File: config.mk
export PLATFORM = sky130hd
export DESIGN_NAME = mis_sequencer
export DESIGN_NICKNAME = d
export VERILOG_FILES = /design/src/mis_pkg.sv /design/src/mis_sequencer.sv
export SDC_FILE = /design/constraint.sdc
export NUM_CORES = 1
export LEC_CHECK = 0
export BUFFER_PORTS_ARGS = -buffer_cell sky130_fd_sc_hd__buf_2
export CORE_MARGIN = 4
export CORE_UTILIZATION = 49
export CTS_BUF_LIST = sky130_fd_sc_hd__clkbuf_8 sky130_fd_sc_hd__clkbuf_16
export DETAILED_ROUTE_END_ITERATION = 12
export PLACE_DENSITY = 0.77
export SYNTH_ARGS = -nofsm -noshare
export SYNTH_HDL_FRONTEND = slang
export SYNTH_SLANG_ARGS = --single-unit
File: constraint.sdc
create_clock -name clk_in -period 2.61 [get_ports clk_in]
set_clock_uncertainty 0.15 [all_clocks]
set_input_delay 0.3915 -clock clk_in [delete_from_list [all_inputs] [get_ports clk_in]]
set_output_delay 0.3915 -clock clk_in [all_outputs]
set_load 0.01 [all_outputs]
File: src/mis_pkg.sv
// package for the interrupt sequencer: register map, fields, timing
package mis_pkg;
   // wishbone word offsets (byte addresses)
   localparam logic [7:0] ADDR_LATCH   = 8'h00;  // request latches, write 0 clears
   localparam logic [7:0] ADDR_ENABLE  = 8'h04;  // enable flags, bit 0 master
   localparam logic [7:0] ADDR_SELECT  = 8'h08;  // shared source selector
   localparam logic [7:0] ADDR_STATUS  = 8'h0C;  // sequencer status (read only)
   localparam logic [7:0] ADDR_STACKP  = 8'h10;  // stack pointer
   localparam logic [7:0] ADDR_PSW     = 8'h14;  // program status word
   // field positions
   localparam int         BIT_MASTER   = 0;      // master enable in enable reg
   localparam int         BIT_SEL15    = 0;      // level-15 source select
   localparam int         BIT_SEL16    = 1;      // level-16 source select
   localparam int         LVL_15       = 14;     // latch index of level 15
   localparam int         LVL_16       = 15;     // latch index of level 16
   localparam int         NUM_LVL      = 16;     // latch vector width
   localparam int         FIRST_MASK   = 4;      // lowest maskable latch
   // reset values
   localparam logic [15:0] RST_LATCH   = 16'h0000;
   localparam logic [15:0] RST_ENABLE  = 16'h0000;
   localparam logic [7:0]  RST_SELECT  = 8'h00;
   localparam logic [7:0]  RST_SP      = 8'hFF;
   localparam logic [7:0]  RST_PSW     = 8'h00;
   // codes and timing
   localparam logic [7:0]  OP_SOFT_TRAP = 8'hFF; // also the open-bus value
   localparam int          ACCEPT_CYC   = 8;     // machine cycles to accept
   localparam int          STACK_BYTES  = 3;     // bytes pushed / popped
   localparam int          MAX_LAT_CYC  = 38;    // worst latch-to-accept
   localparam logic [7:0]  VEC_SOFT     = 8'hFE; // soft trap vector slot
   // stack access carrier
   typedef struct packed {
      logic       we;
      logic [7:0] addr;
      logic [7:0] data;
   } mis_stack_t;
endpackage : mis_pkg

File: src/mis_sequencer.sv
// interrupt latch, priority, acceptance and return sequencer
//
// Local design decisions: register access over Wishbone and the register addresses.
`timescale 1ns/10ps

////////////////////////////////////////////////////////////////////////////
module mis_sequencer (
   input  wire logic               clk_in,        // system clock
   input  wire logic               rst_n_in,      // sync reset, active low
   input  wire logic               ce_in,         // clock enable
   // wishbone slave
   input  wire logic               wb_cyc_in,
   input  wire logic               wb_stb_in,
   input  wire logic               wb_we_in,
   input  wire logic [7:0]         wb_adr_in,
   input  wire logic [3:0]         wb_sel_in,
   input  wire logic [31:0]        wb_dat_in,
   output logic      [31:0]        wb_dat_out,
   output logic                    wb_ack_out,
   // request sources (latch index 4 upward, one per latch to 13, two selectable per latch 14 and 15)
   input  wire logic [15:0]        src_req_in,    // plain level requests
   input  wire logic               ext_request_four_in,
   input  wire logic               serial_tx_request_in,
   input  wire logic               ext_request_five_in,
   input  wire logic               converter_done_request_in,
   // core side
   input  wire logic               instr_last_in, // last cycle of instruction
   input  wire logic               fetch_in,      // opcode fetch strobe
   input  wire logic [7:0]         fetch_data_in, // fetched opcode
   input  wire logic               fetch_absent_in, // nonexistent address
   input  wire logic               fetch_ram_in,  // fetch from ram or sfr
   input  wire logic               maskable_return_op_in,
   input  wire logic               nonmaskable_return_op_in,
   input  wire logic [15:0]        pc_in,         // current program counter
   input  wire logic [7:0]         stack_rd_in,   // stack read data
   input  wire logic [7:0]         vec_rd_in,     // vector table read data
   output logic                    busy_out,      // core stalled by sequence
   output logic                    pc_load_out,   // load pc
   output logic      [15:0]        pc_out,        // new pc value
   output mis_pkg::mis_stack_t     stack_out,     // stack access
   output logic      [7:0]         vec_adr_out,   // vector table address
   output logic                    trap_reset_out // address trap reset
);
   import mis_pkg::*;

   ////////////////////////////////////////////////////////////////////////
   // state
   // idle, accepting an interrupt, or returning from one
   typedef enum {ST_IDLE, ST_ACC, ST_RET} mis_state_t;

   mis_state_t        state, next_state;          // sequencer phase
   logic [2:0]        cyc, next_cyc;              // machine cycle in phase
   logic [15:0]       latch, next_latch;          // request latches
   logic [15:0]       enable, next_enable;        // enable flags + master
   logic [7:0]        select, next_select;        // shared source selector
   logic [7:0]        sp, next_sp;                // stack pointer
   logic [7:0]        program_status_word, next_psw;              // status, bit 0 master
   logic [3:0]        acc_lvl, next_acc_lvl;      // level being accepted
   logic              acc_soft, next_acc_soft;    // soft trap accepted
   logic              soft_pend, next_soft_pend;  // soft trap raised
   logic [15:0]       pc_reg, next_pc_reg;        // pc output
   logic              pc_ld, next_pc_ld;          // pc load pulse
   mis_stack_t        stk, next_stk;              // stack access
   logic [7:0]        vadr, next_vadr;            // vector address
   logic              trst, next_trst;            // trap reset pulse
   logic [31:0]       rdat, next_rdat;            // bus read data
   logic              ack, next_ack;              // bus ack

   // combinational helpers
   // derived each cycle from the registers and inputs above
   logic [15:0]       set_vec;                    // latch set terms
   logic [15:0]       ready;                      // enabled pending latches
   logic              any_ready;
   logic [3:0]        top_lvl;
   logic              wr_go;
   logic [7:0]        op_now;                     // effective opcode
   logic              soft_hit;                   // soft trap code fetched

   ////////////////////////////////////////////////////////////////////////
   // latch set terms, one per level
   // a shared level listens only to the source the selector names;
   // the other source's requests are dropped, never held
   // levels below the first maskable one have no plain request
   genvar g;
   generate
      for (g = 0; g < NUM_LVL; g++) begin : g_set
         if (g == LVL_15) begin : g_l15
            assign set_vec[g] = select[BIT_SEL15] ?
                                serial_tx_request_in : ext_request_four_in;
         end else if (g == LVL_16) begin : g_l16
            assign set_vec[g] = select[BIT_SEL16] ?
                                converter_done_request_in :
                                ext_request_five_in;
         end else if (g >= FIRST_MASK) begin : g_pl
            assign set_vec[g] = src_req_in[g];
         end else begin : g_none
            assign set_vec[g] = 1'b0;
         end
      end
   endgenerate

   // pending and individually enabled, gated by master
   // a zero master flag hides every maskable latch
   assign ready = (enable[BIT_MASTER]) ?
                  (latch & enable & 16'hFFF0) : 16'h0000;
   assign any_ready = |ready;

   // highest priority = highest index
   // the last enabled level found in the scan wins
   always_comb begin
      top_lvl = 4'h0;
      for (int i = 0; i < NUM_LVL; i++) begin
         if (ready[i]) top_lvl = i[3:0];
      end
   end

   // open-bus fetch reads back as the soft trap code
   assign op_now = fetch_absent_in ? OP_SOFT_TRAP : fetch_data_in;
   // a ram or sfr fetch resets instead, so it never counts as a soft trap
   assign soft_hit = fetch_in & ~fetch_ram_in & (op_now == OP_SOFT_TRAP);
   assign wr_go  = wb_cyc_in & wb_stb_in & wb_we_in & ~ack;

   ////////////////////////////////////////////////////////////////////////
   // next-state logic
   // every register keeps its value unless a branch below moves it, and the latches also take the set terms;
   // pulses (load, trap reset, ack, stack access) default to idle
   always_comb begin
      next_state    = state;
      next_cyc      = cyc;
      next_latch    = latch | set_vec;
      next_enable   = enable;
      next_select   = select;
      next_sp       = sp;
      next_psw      = program_status_word;
      next_acc_lvl  = acc_lvl;
      next_acc_soft = acc_soft;
      next_soft_pend = soft_pend;
      next_pc_reg   = pc_reg;
      next_pc_ld    = 1'b0;
      next_stk      = '0;
      next_vadr     = vadr;
      next_trst     = 1'b0;
      next_rdat     = rdat;
      next_ack      = 1'b0;
      // opcode fetch checks
      // the reset from a ram fetch outranks the soft trap
      if (fetch_in && fetch_ram_in) begin
         next_trst = 1'b1;
      end else if (soft_hit) begin
         next_soft_pend = 1'b1;
      end
      // bus access, one-cycle ack; write 0 clears latch, 1 leaves it
      // read data is registered with the ack; unmapped offsets read 0
      // a write lands at the edge that raises ack
      if (wb_cyc_in && wb_stb_in && !ack) begin
         next_ack = 1'b1;
         case (wb_adr_in)
            ADDR_LATCH:  next_rdat = {16'h0000, latch};
            ADDR_ENABLE: next_rdat = {16'h0000, enable};
            ADDR_SELECT: next_rdat = {24'h000000, select};
            ADDR_STATUS: next_rdat = {24'h000000, acc_soft, state != ST_IDLE,
                                      2'b00, acc_lvl};
            ADDR_STACKP: next_rdat = {24'h000000, sp};
            ADDR_PSW:    next_rdat = {24'h000000, program_status_word};
            default:     next_rdat = 32'h00000000;
         endcase
      end
      if (wr_go) begin
         case (wb_adr_in)
            ADDR_LATCH: begin
               if (wb_sel_in[0]) next_latch[7:0] =
                  (latch[7:0] & wb_dat_in[7:0]) | set_vec[7:0];
               if (wb_sel_in[1]) next_latch[15:8] =
                  (latch[15:8] & wb_dat_in[15:8]) | set_vec[15:8];
            end
            ADDR_ENABLE: begin
               if (wb_sel_in[0]) next_enable[7:0] = wb_dat_in[7:0];
               if (wb_sel_in[1]) next_enable[15:8] = wb_dat_in[15:8];
            end
            ADDR_SELECT: if (wb_sel_in[0]) next_select = wb_dat_in[7:0];
            ADDR_STACKP: if (wb_sel_in[0]) next_sp = wb_dat_in[7:0];
            ADDR_PSW:    if (wb_sel_in[0]) next_psw = wb_dat_in[7:0];
            default: ;
         endcase
      end
      // sequencer
      // a return op is taken at once; an acceptance waits for the
      // last cycle of the running instruction
      case (state)
         ST_IDLE: begin
            // a return has priority over an acceptance in one cycle
            if (maskable_return_op_in || nonmaskable_return_op_in) begin
               next_state = ST_RET;
               next_cyc   = 3'd0;
            end else if (instr_last_in &&
                         (next_soft_pend || soft_pend || any_ready)) begin
               next_state    = ST_ACC;
               next_cyc      = 3'd0;
               next_acc_soft = next_soft_pend | soft_pend;
               next_acc_lvl  = top_lvl;
            end
         end
         ST_ACC: begin                                 // 8 machine cycles
            next_cyc = cyc + 3'd1;
            // cycles 0-1 mask and clear, 2-4 push, 5-7 fetch the entry
            case (cyc)
               3'd0: begin
                  // status keeps old master; then master cleared
                  next_psw = {program_status_word[7:1], enable[BIT_MASTER]};
                  next_enable[BIT_MASTER] = 1'b0;
               end
               3'd1: begin
                  if (acc_soft) next_soft_pend = soft_hit;   // set wins
                  else next_latch[acc_lvl] = set_vec[acc_lvl];
               end
               3'd2: begin
                  next_stk = '{we: 1'b1, addr: sp, data: program_status_word};
                  next_sp  = sp - 8'd1;
               end
               3'd3: begin
                  next_stk = '{we: 1'b1, addr: sp, data: pc_in[15:8]};
                  next_sp  = sp - 8'd1;
               end
               3'd4: begin
                  next_stk = '{we: 1'b1, addr: sp, data: pc_in[7:0]};
                  next_sp  = sp - 8'd1;
                  next_vadr = acc_soft ? VEC_SOFT :
                              8'hFC - {3'b000, acc_lvl, 1'b0};
               end
               // table data trails its address by one cycle
               3'd5: begin
                  next_vadr = vadr + 8'd1;             // high byte slot
               end
               3'd6: next_pc_reg[7:0] = vec_rd_in;     // entry low byte
               default: begin                          // cycle 7
                  next_pc_reg[15:8] = vec_rd_in;
                  next_pc_ld = 1'b1;
                  next_state = ST_IDLE;
               end
            endcase
         end
         ST_RET: begin                                 // pop pc and status
            next_cyc = cyc + 3'd1;
            // stack data trails its read address by one cycle
            case (cyc)
               3'd0: next_stk = '{we: 1'b0, addr: sp + 8'd1, data: 8'h00};
               3'd1: next_stk = '{we: 1'b0, addr: sp + 8'd2, data: 8'h00};
               3'd2: begin
                  next_pc_reg[7:0] = stack_rd_in;
                  next_stk = '{we: 1'b0, addr: sp + 8'd3, data: 8'h00};
               end
               3'd3: next_pc_reg[15:8] = stack_rd_in;  // pc high byte
               default: begin                          // status word
                  next_psw = stack_rd_in;
                  next_enable[BIT_MASTER] = stack_rd_in[0];
                  next_sp = sp + 8'(STACK_BYTES);
                  next_pc_ld = 1'b1;
                  next_state = ST_IDLE;
               end
            endcase
         end
         default: next_state = ST_IDLE;
      endcase
   end

   ////////////////////////////////////////////////////////////////////////
   // registers
   // one register stage; a low clock enable freezes all state
   always_ff @(posedge clk_in) begin
      if (!rst_n_in) begin
         state <= ST_IDLE;
         cyc <= 3'd0;
         latch <= RST_LATCH;
         enable <= RST_ENABLE;
         select <= RST_SELECT;
         sp <= RST_SP;
         program_status_word <= RST_PSW;
         acc_lvl <= 4'h0;
         acc_soft <= 1'b0;
         soft_pend <= 1'b0;
         pc_reg <= 16'h0000;
         pc_ld <= 1'b0;
         stk <= '0;
         vadr <= 8'h00;
         trst <= 1'b0;
         rdat <= 32'h00000000;
         ack <= 1'b0;
      end else if (ce_in) begin
         state <= next_state;
         cyc <= next_cyc;
         latch <= next_latch;
         enable <= next_enable;
         select <= next_select;
         sp <= next_sp;
         program_status_word <= next_psw;
         acc_lvl <= next_acc_lvl;
         acc_soft <= next_acc_soft;
         soft_pend <= next_soft_pend;
         pc_reg <= next_pc_reg;
         pc_ld <= next_pc_ld;
         stk <= next_stk;
         vadr <= next_vadr;
         trst <= next_trst;
         rdat <= next_rdat;
         ack <= next_ack;
      end
   end

   // outputs
   // all outputs come straight from flops except busy
   assign wb_dat_out     = rdat;
   assign wb_ack_out     = ack;
   assign busy_out       = (state != ST_IDLE);
   assign pc_load_out    = pc_ld;
   assign pc_out         = pc_reg;
   assign stack_out      = stk;
   assign vec_adr_out    = vadr;
   assign trap_reset_out = trst;
endmodule : mis_sequencer

* Word-level counts from Yosys, hierarchy flattened
Cells that the tools add are included.
Word-level totals: flip-flop bits (word level) 173, output and inout port bits 77
Cells by class: equality and inequality tests 21, bitwise gates (word level) 15, reduce and logical (&&, ||, !) cells 32, add/sub/neg operators 7, muxes and demuxes 78, magnitude comparators 2
Operators by type and width (number):
- two-way mux 8 bit | 18
- two-way mux 32 bit | 4
- two-way mux 16 bit | 6
- case mux 16 bit (6 select lines) | 1
- case mux 32 bit (3 select lines) | 1
- two-way mux 4 bit | 13
- case mux 17 bit (3 select lines) | 1
- case mux 16 bit (3 select lines) | 1
- case mux 8 bit (2 select lines) | 3
- case mux 17 bit (2 select lines) | 1
- equality test 32 x 1 -> 1 bit, second input constant | 1
- equality test 32 x 2 -> 1 bit, second input constant | 1
- logical NOT 32 bit | 1
- case mux 16 bit (2 select lines) | 1
- nonzero test 32 bit | 1
- AND reduction 4 bit | 7
- two-way mux 1 bit | 19
- adder 8 x 1 -> 8 bit, second input constant | 2
- adder 8 x 2 -> 8 bit, second input constant | 2
- bitwise AND 16 bit | 1
- bitwise AND 8 bit | 2
- bitwise mux 16 bit | 1
- equality test 8 x 4 -> 1 bit, second input constant | 2
- equality test 8 x 5 -> 1 bit, second input constant | 2
- 37 further kinds | 63

* Longest topological paths before layout
Gate-level depths: netlist (run 1).
word-level depth 17, mapped depth 9, gate-level depth less buffers 7

* Least setup slack after synthesis (run 1)
No wires, ideal clock.
path kind reg2reg, from reg cyc[1], to reg pc_reg[10], in the netlist pc_out[10], data arrival time 2.231 ns, setup time 0.128 ns, stages on the path, launching flop included 10, required time 2.332 ns, period minus slack after synthesis 2.508 ns, path buffers 2, slack 0.102 ns, cell sequence dfxtp_1 inv_1 ha_1 clkbuf_1 or4b_2 a21oi_1 nor2b_1 buf_2 mux2i_1 nor2_1
Between the ends: word-level cells in the longest chain between the ends 4
RTL lines:
- start: declaration | line mis_sequencer.sv:52 | logic [2:0] cyc, next_cyc;
- start signal: assignment | line mis_sequencer.sv:290 | cyc <= next_cyc;
- equality test 3 x 2 -> 1 bit, or another cell as far along | line mis_sequencer.sv:206, mis_sequencer.sv:245
- OR reduction 7 bit (no line)
- != test 2 bit (no line)
- AND reduction 4 bit (no line) *
- end signal: assignment | line mis_sequencer.sv:299 | pc_reg <= next_pc_reg;
- end: declaration | line mis_sequencer.sv:61 | logic [15:0] pc_reg, next_pc_reg;
Mark *: on every way between the ends. The rest lies on a longest branch, timed or not. A chain may end at the register's enable or synchronous reset.

* Worst setup path in the final report (run 1)
from reg cyc[0], to reg pc_reg[12], in the netlist pc_out[12]
Same word-level chain as after synthesis.

==> results_dict.tcl, run 1 <==
set metrics [dict create \
    cts_buffers 17 \
    yosysWarnings 0 \
    synth_adder_area_share_pct 3.07 \
    core_sq_um 15300 \
    finalWirelength_mm 26.8 \
    p_int_mw 4.08 \
    min-delay-start "wb_dat_in[12]" \
    synth_cell_type_count 76 \
    cp-start-kind "flip-flop" \
    synth_compound_area_share_pct 26.8 \
    post-cts-setup-buffers 0 \
    ant_nets 0 \
    dr.pass1.iters 9 \
    insertion_delay_ps 430 \
    worst_pin_slew_ps 663 \
    netlist_top_cells_area "dfxtp_1, mux2i_1, nor2_1" \
    synth.largest_area_cell "dfxtp_1" \
    hold_slack_ps 87.0 \
    swShare_pct 29.1 \
    p_leak_nw 4.02 \
    grt_max_degree 42 \
    rows 45 \
    area_growth_pct 23.2 \
    ys.flop_type "dfxtp_1" \
    htreeDepth 4 \
    endpoint_kind "flip-flop" \
    numPortBuffers 152 \
    worst-setup-path-type "flip-flop to flip-flop" \
    post-route-util_pct 62.2 \
    grt_util_all_layers_pct 29.2 \
    cts_tree "done" \
    hold_viol 0 \
    clockPowerShare_pct 45.6 \
    start_util_pct 50.5 \
    maxCapViolCount 0 \
    drv_slew 0 \
    route.vias.total 8401 \
    synth-simple-area-share_pct 19.6 \
    p_seq_share_pct 36.3 \
    fin_crit_sh_pct 95.4 \
    worstPathArrival_ps 2650 \
    die_h_microns 134 \
    grt_pass1_wl_mm 42.0 \
    detailed_place_hpwl_mm 19.4 \
    r2r_start "cyc[0]$_SDFFE_PN0P_" \
    ir_drop_v 0.000486 \
    route.detailed.drc 0 \
    rr_worst_depth 8 \
    synth-async-reset-ratio_pct 0 \
    synth_cells 949 \
    cts_sinks 127 \
    yosys-mux-area-fraction_pct 10.2 \
    tns_ps 0 \
    crit_required_ps 2770 \
    layout.nets 1236 \
    power_density_nw_per_um2 605 \
    routedWlPerCell_microns 20.2 \
    synth.avg_cell_area_sq_um 8.15 \
    syn_area_sq_um 7730 \
    antenna_found_initial 0 \
    setup_viol 0 \
    hold_path_class "input pin to flip-flop" \
    multi_input_area_sq_um 4770 \
    p_sw_mw 1.68 \
    clock-root-buffer "clkbuf_16" \
    clk_pin_slew_ps 60 \
    drtIter0Drc 1223 \
    ys_seq_elements 127 \
    seq_area_sq_um 2540 \
    p_total_mw 5.76 \
    synth_xor_area_share_pct 0.906 \
    r2r_end "pc_out[12]$_SDFFE_PN0P_" \
    synth_edf_count 0 \
    synth_top_area_share_pct 32.9 \
    p_comb_share_pct 18.0 \
    die_area_sq_um 17900 \
    n_antenna_cell 0 \
    die_x_microns 134 \
    synth-seq-area-share_pct 32.9 \
    gp_congestion 0.988 \
    gr-total-overflow 0 \
    setup.worst_path.start "cyc[0]$_SDFFE_PN0P_" \
    drive_gt1_share_pct 24.3 \
    clk_path_buf_depth 2 \
    fill_cells 1335 \
    path_max_fanout 8 \
    rsz0062_at_grt "false" \
    critPathCapture "pc_out[12]$_SDFFE_PN0P_" \
    period_needed_ps 2490 \
    vias_per_cell 6.34 \
    max_slew_margin_pct 55.8 \
    synth_top_family_by_area "compound AO/OA/AOI/OAI gates" \
    reg2reg_slack_ps 120 \
    ioPinCount 193 \
    status "finished, final reports clean" \
    max_freq_mhz 402 \
    first_global_vias 7905 \
]
==> power by group through the flow <==
stage / registers [mW] / clock network [mW] / logic [mW]
detailed placement: 2.13 / 0 / 0.984
global placement: 2.13 / 0 / 0.971
finish: 2.09 / 2.63 / 1.04
floorplan: 2.10 / 0 / 0.656
CTS: 2.09 / 2.63 / 0.997
global route: 2.10 / 2.73 / 1.11
==> worst max-delay path, cell delays in order, from the launching register on <==
cell	delay, ps
dfxtp_2	360
inv_1	80
ha_1	220
or4b_2	670
a21oi_2	200
nor2b_2	220
buf_6	180
mux2i_1	220
nor2_1	60
==> routing by layer <==
metal | share of wire, % | vias up | track usage (%)
li1 | - | 3814 | -
met5 | 0 | - | 0
met1 | 41 | 3900 | 39.5
met3 | 11 | 105 | 7.29
met4 | 3.7 | 0 | 12.2
met2 | 44 | 582 | 44.7
==> cells in the final DEF, fill, tap and decap left out, types with 17 or more instances in the layout <==
master / netlist / routed
o21ai_0: 55 / 55
nand2_1: 73 / 73
buf_2: 8 / 152
buf_4: 17 / 47
ha_1: 19 / 19
clkbuf_16: 0 / 17
dfxtp_1: 127 / 125
mux2i_1: 55 / 55
inv_1: 28 / 27
nor2_1: 93 / 93
a21oi_1: 69 / 67
a22oi_1: 28 / 28
a22o_1: 17 / 17
nand3_1: 36 / 36
and2_1: 18 / 18
==> state kept, by name (all words and copies together) (netlist names) <==
name / count
sp: 8
soft_pend: 1
enable: 16
acc_lvl: 4
acc_soft: 1
stack_out: 17
wb_dat_out: 16
pc_load_out: 1
vec_adr_out: 8
cyc: 3
wb_ack_out: 1
pc_out: 16
program_status_word: 8
trap_reset_out: 1
select: 8
latch: 16
state: 2
==> synthesized netlist by cell type, types with 8 or more instances <==
cell,number
nand2b_1,11
inv_1,28
a21oi_1,69
clkbuf_1,55
and2_1,18
and3_1,11
a22o_1,17
nor2_1,93
o31ai_1,9
a211oi_1,15
mux2i_1,55
buf_2,8
a22oi_1,28
nand2_1,73
ha_1,19
buf_4,17
mux2_2,15
a222oi_1,11
nand4_1,11
nand3_1,36
o21ai_0,55
o211ai_1,13
nor2b_1,8
dfxtp_1,127
nor3_1,15
==> how the worst min path moves through the flow <==
stage | endpoint | cells after the start
final | enable[12]$_SDFFE_PN0P_ | 3
after global routing | enable[12]$_SDFFE_PN0P_ | 3
after CTS | enable[12]$_SDFFE_PN0P_ | 3
after detailed placement | latch[3]$_SDFFE_PN0P_ | 2
after global placement | latch[0]$_SDFFE_PN0P_ | 2
after floorplan | latch[0]$_SDFFE_PN0P_ | 2
==> final cells by class <==
class                      count  share of cell area [%]
tap                          211                    2.77
multi-input combinational    723                    50.1
clock buffer                  20                    4.90
sequential                   127                    26.7
clock inverter                12                    1.92
inverter                      29                    1.14
timing repair buffer         203                    12.4
==> cell families (layout without fill, tap and decap cells) <==
kind of cell	after synthesis	in the layout
buffers and inverters	114	264
and+or+nand+nor	307	307
other	1	16
xor gates and xnor gates	8	8
DFF	127	127
muxes	73	73
AOI/OAI and AO/OA	300	300
adders and majority gates	19	19
==> metrics by stage <==
| stage | cell area [sq um] | cells | worst slack [ps] |
|---|---|---|---|
| final | 9520 | 1325 | 120 |
| after detailed placement | 8840 | 1293 | 37.8 |
| after global routing | 9520 | 1325 | 30.7 |
| after global placement | 8840 | 1293 | 59.5 |
| after floorplan | 7790 | 964 | 102 |
| after CTS | 9490 | 1325 | 7.78 |
==> what timing repair did <==
action	CTS	global route
hold buffers	0	0
pin swaps	0	0
resized for setup	1	7
setup endpoints to repair	1	23
No activity file was read; power rests on OpenSTA's default activity.
==> inputs of run 2 (changes only) <==
- CELL_PAD_IN_SITES_DETAIL_PLACEMENT: default -> 1
- CELL_PAD_IN_SITES_GLOBAL_PLACEMENT: default -> 2
- CORE_UTILIZATION: 49 -> 28
- PLACE_DENSITY: 0.77 -> default
- PLACE_DENSITY_LB_ADDON: default -> 0.1
- SKIP_CTS_REPAIR_TIMING: default -> 1
==> results_dict.tcl, run 2 (same netlist as run 1, synthesis figures left out) <==
set metrics [dict create \
    path_max_fanout 8 \
    start_util_pct 28.6 \
    crit_required_ps 2760 \
    route.detailed.drc 0 \
    power_density_nw_per_um2 593 \
    first_global_vias 8268 \
    seq_area_sq_um 2540 \
    vias_per_cell 5.44 \
    period_needed_ps 2490 \
    ioPinCount 193 \
    drv_slew 0 \
    max_freq_mhz 401 \
    hold_viol 0 \
    cts_tree "done" \
    drive_gt1_share_pct 26.2 \
    setup.worst_path.start "cyc[0]$_SDFFE_PN0P_" \
    grt_pass1_wl_mm 50.4 \
    dr.pass1.iters 8 \
    numPortBuffers 152 \
    status "finished, final reports clean" \
    min-delay-start "wb_dat_in[15]" \
    gr-total-overflow 0 \
    detailed_place_hpwl_mm 24.8 \
    ant_nets 0 \
    endpoint_kind "flip-flop" \
    fill_cells 3252 \
    clk_pin_slew_ps 70 \
    insertion_delay_ps 420 \
    grt_max_degree 42 \
    cp-start-kind "flip-flop" \
    die_area_sq_um 30300 \
    grt_util_all_layers_pct 21.2 \
    ir_drop_v 0.000318 \
    dp_cells 1455 \
    setup_viol 0 \
    worst_slack_ps 116 \
    area_growth_pct 27.9 \
    hold_slack_ps 73.1 \
    finalWirelength_mm 32.6 \
    maxCapViolCount 0 \
    htreeDepth 4 \
    worst-setup-path-type "flip-flop to flip-flop" \
    clk_path_buf_depth 2 \
    die_h_microns 174 \
    final_common_cell "buf_2" \
    n_antenna_cell 0 \
    max_slew_margin_pct 58.1 \
    fin_crit_sh_pct 95.5 \
    post-place-ws_ps -3.33 \
    largest_reg_flops 17 \
    mostFrequentLayoutCells "buf_2, dfxtp_1, nor2_1, buf_4, nand2_1" \
    layout.nets 1268 \
    route.vias.total 8090 \
    routedWlPerCell_microns 21.9 \
    clock-root-buffer "clkbuf_16" \
    fin_cells 1487 \
    hold_path_class "input pin to flip-flop" \
    worst_pin_slew_ps 627 \
    gp_congestion 0.825 \
    antenna_found_initial 0 \
    multi_input_area_sq_um 4750 \
    die_x_microns 174 \
    worstPathArrival_ps 2640 \
    core_sq_um 27000 \
    r2r_start "cyc[0]$_SDFFE_PN0P_" \
    drtIter0Drc 542 \
    cts_sinks 127 \
    cts_buffers 17 \
    rows 60 \
    p_leak_nw 4.17 \
    rsz0062_at_grt "false" \
]
-- run 2: metal layers --
metal / vias up / global-route usage, % / share of wire (%)
li1: 3875 / - / -
met1: 3971 / 31.1 / 51
met2: 213 / 32.6 / 44
met3: 31 / 3.11 / 3.8
met4: 0 / 5.48 / 1.7
met5: - / 0 / 0
-- run 2: power by group --
group | leakage, nW | switching [mW] | total (mW) | internal (mW)
clock | 0.309 | 1.03 | 2.68 | 1.64
sequential | 1.03 | 0.0820 | 2.08 | 2.00
combinational | 2.83 | 0.677 | 1.11 | 0.429
total | 4.17 | 1.79 | 5.87 | 4.08
-- run 2: path summary, 6_finish.rpt --
check,cells after the start,end,slack (ps)
worst max register to register,9,pc_out[15]$_SDFFE_PN0P_,120
worst min register to register,2,latch[0]$_SDFFE_PN0P_,290
worst max-delay path,9,pc_out[15]$_SDFFE_PN0P_,120
worst min-delay path,3,enable[15]$_SDFFE_PN0P_,70
-- run 2: layout make-up --
type                       count  area share, %
timing repair buffer         235           14.4
clock buffer                  18           4.44
inverter                      29           1.10
tap                          341           4.31
clock inverter                14           2.04
sequential                   127           25.7
multi-input combinational    723           48.0
-- run 2: metrics by stage --
step	instance area [sq um]	utilization (%)	setup TNS, ps	power [mW]
2_1_floorplan	7790	-	0	2.76
4_1_cts	9880	36.6	0	5.93
3_5_place_dp	9240	34.2	-5.91	3.23
5_1_grt	9890	36.6	0	6.12
6_report	9890	36.6	0	5.87
3_3_place_gp	9240	34.2	0	3.23
-- run 2: worst max-delay path, stage by stage (launching register included) --
cell     delay (ps)
dfxtp_2         360
inv_1            80
ha_1            210
or4b_2          660
a21oi_1         170
buf_4           140
nor2b_2         140
buf_6           180
mux2i_1         210
nor2_1           60
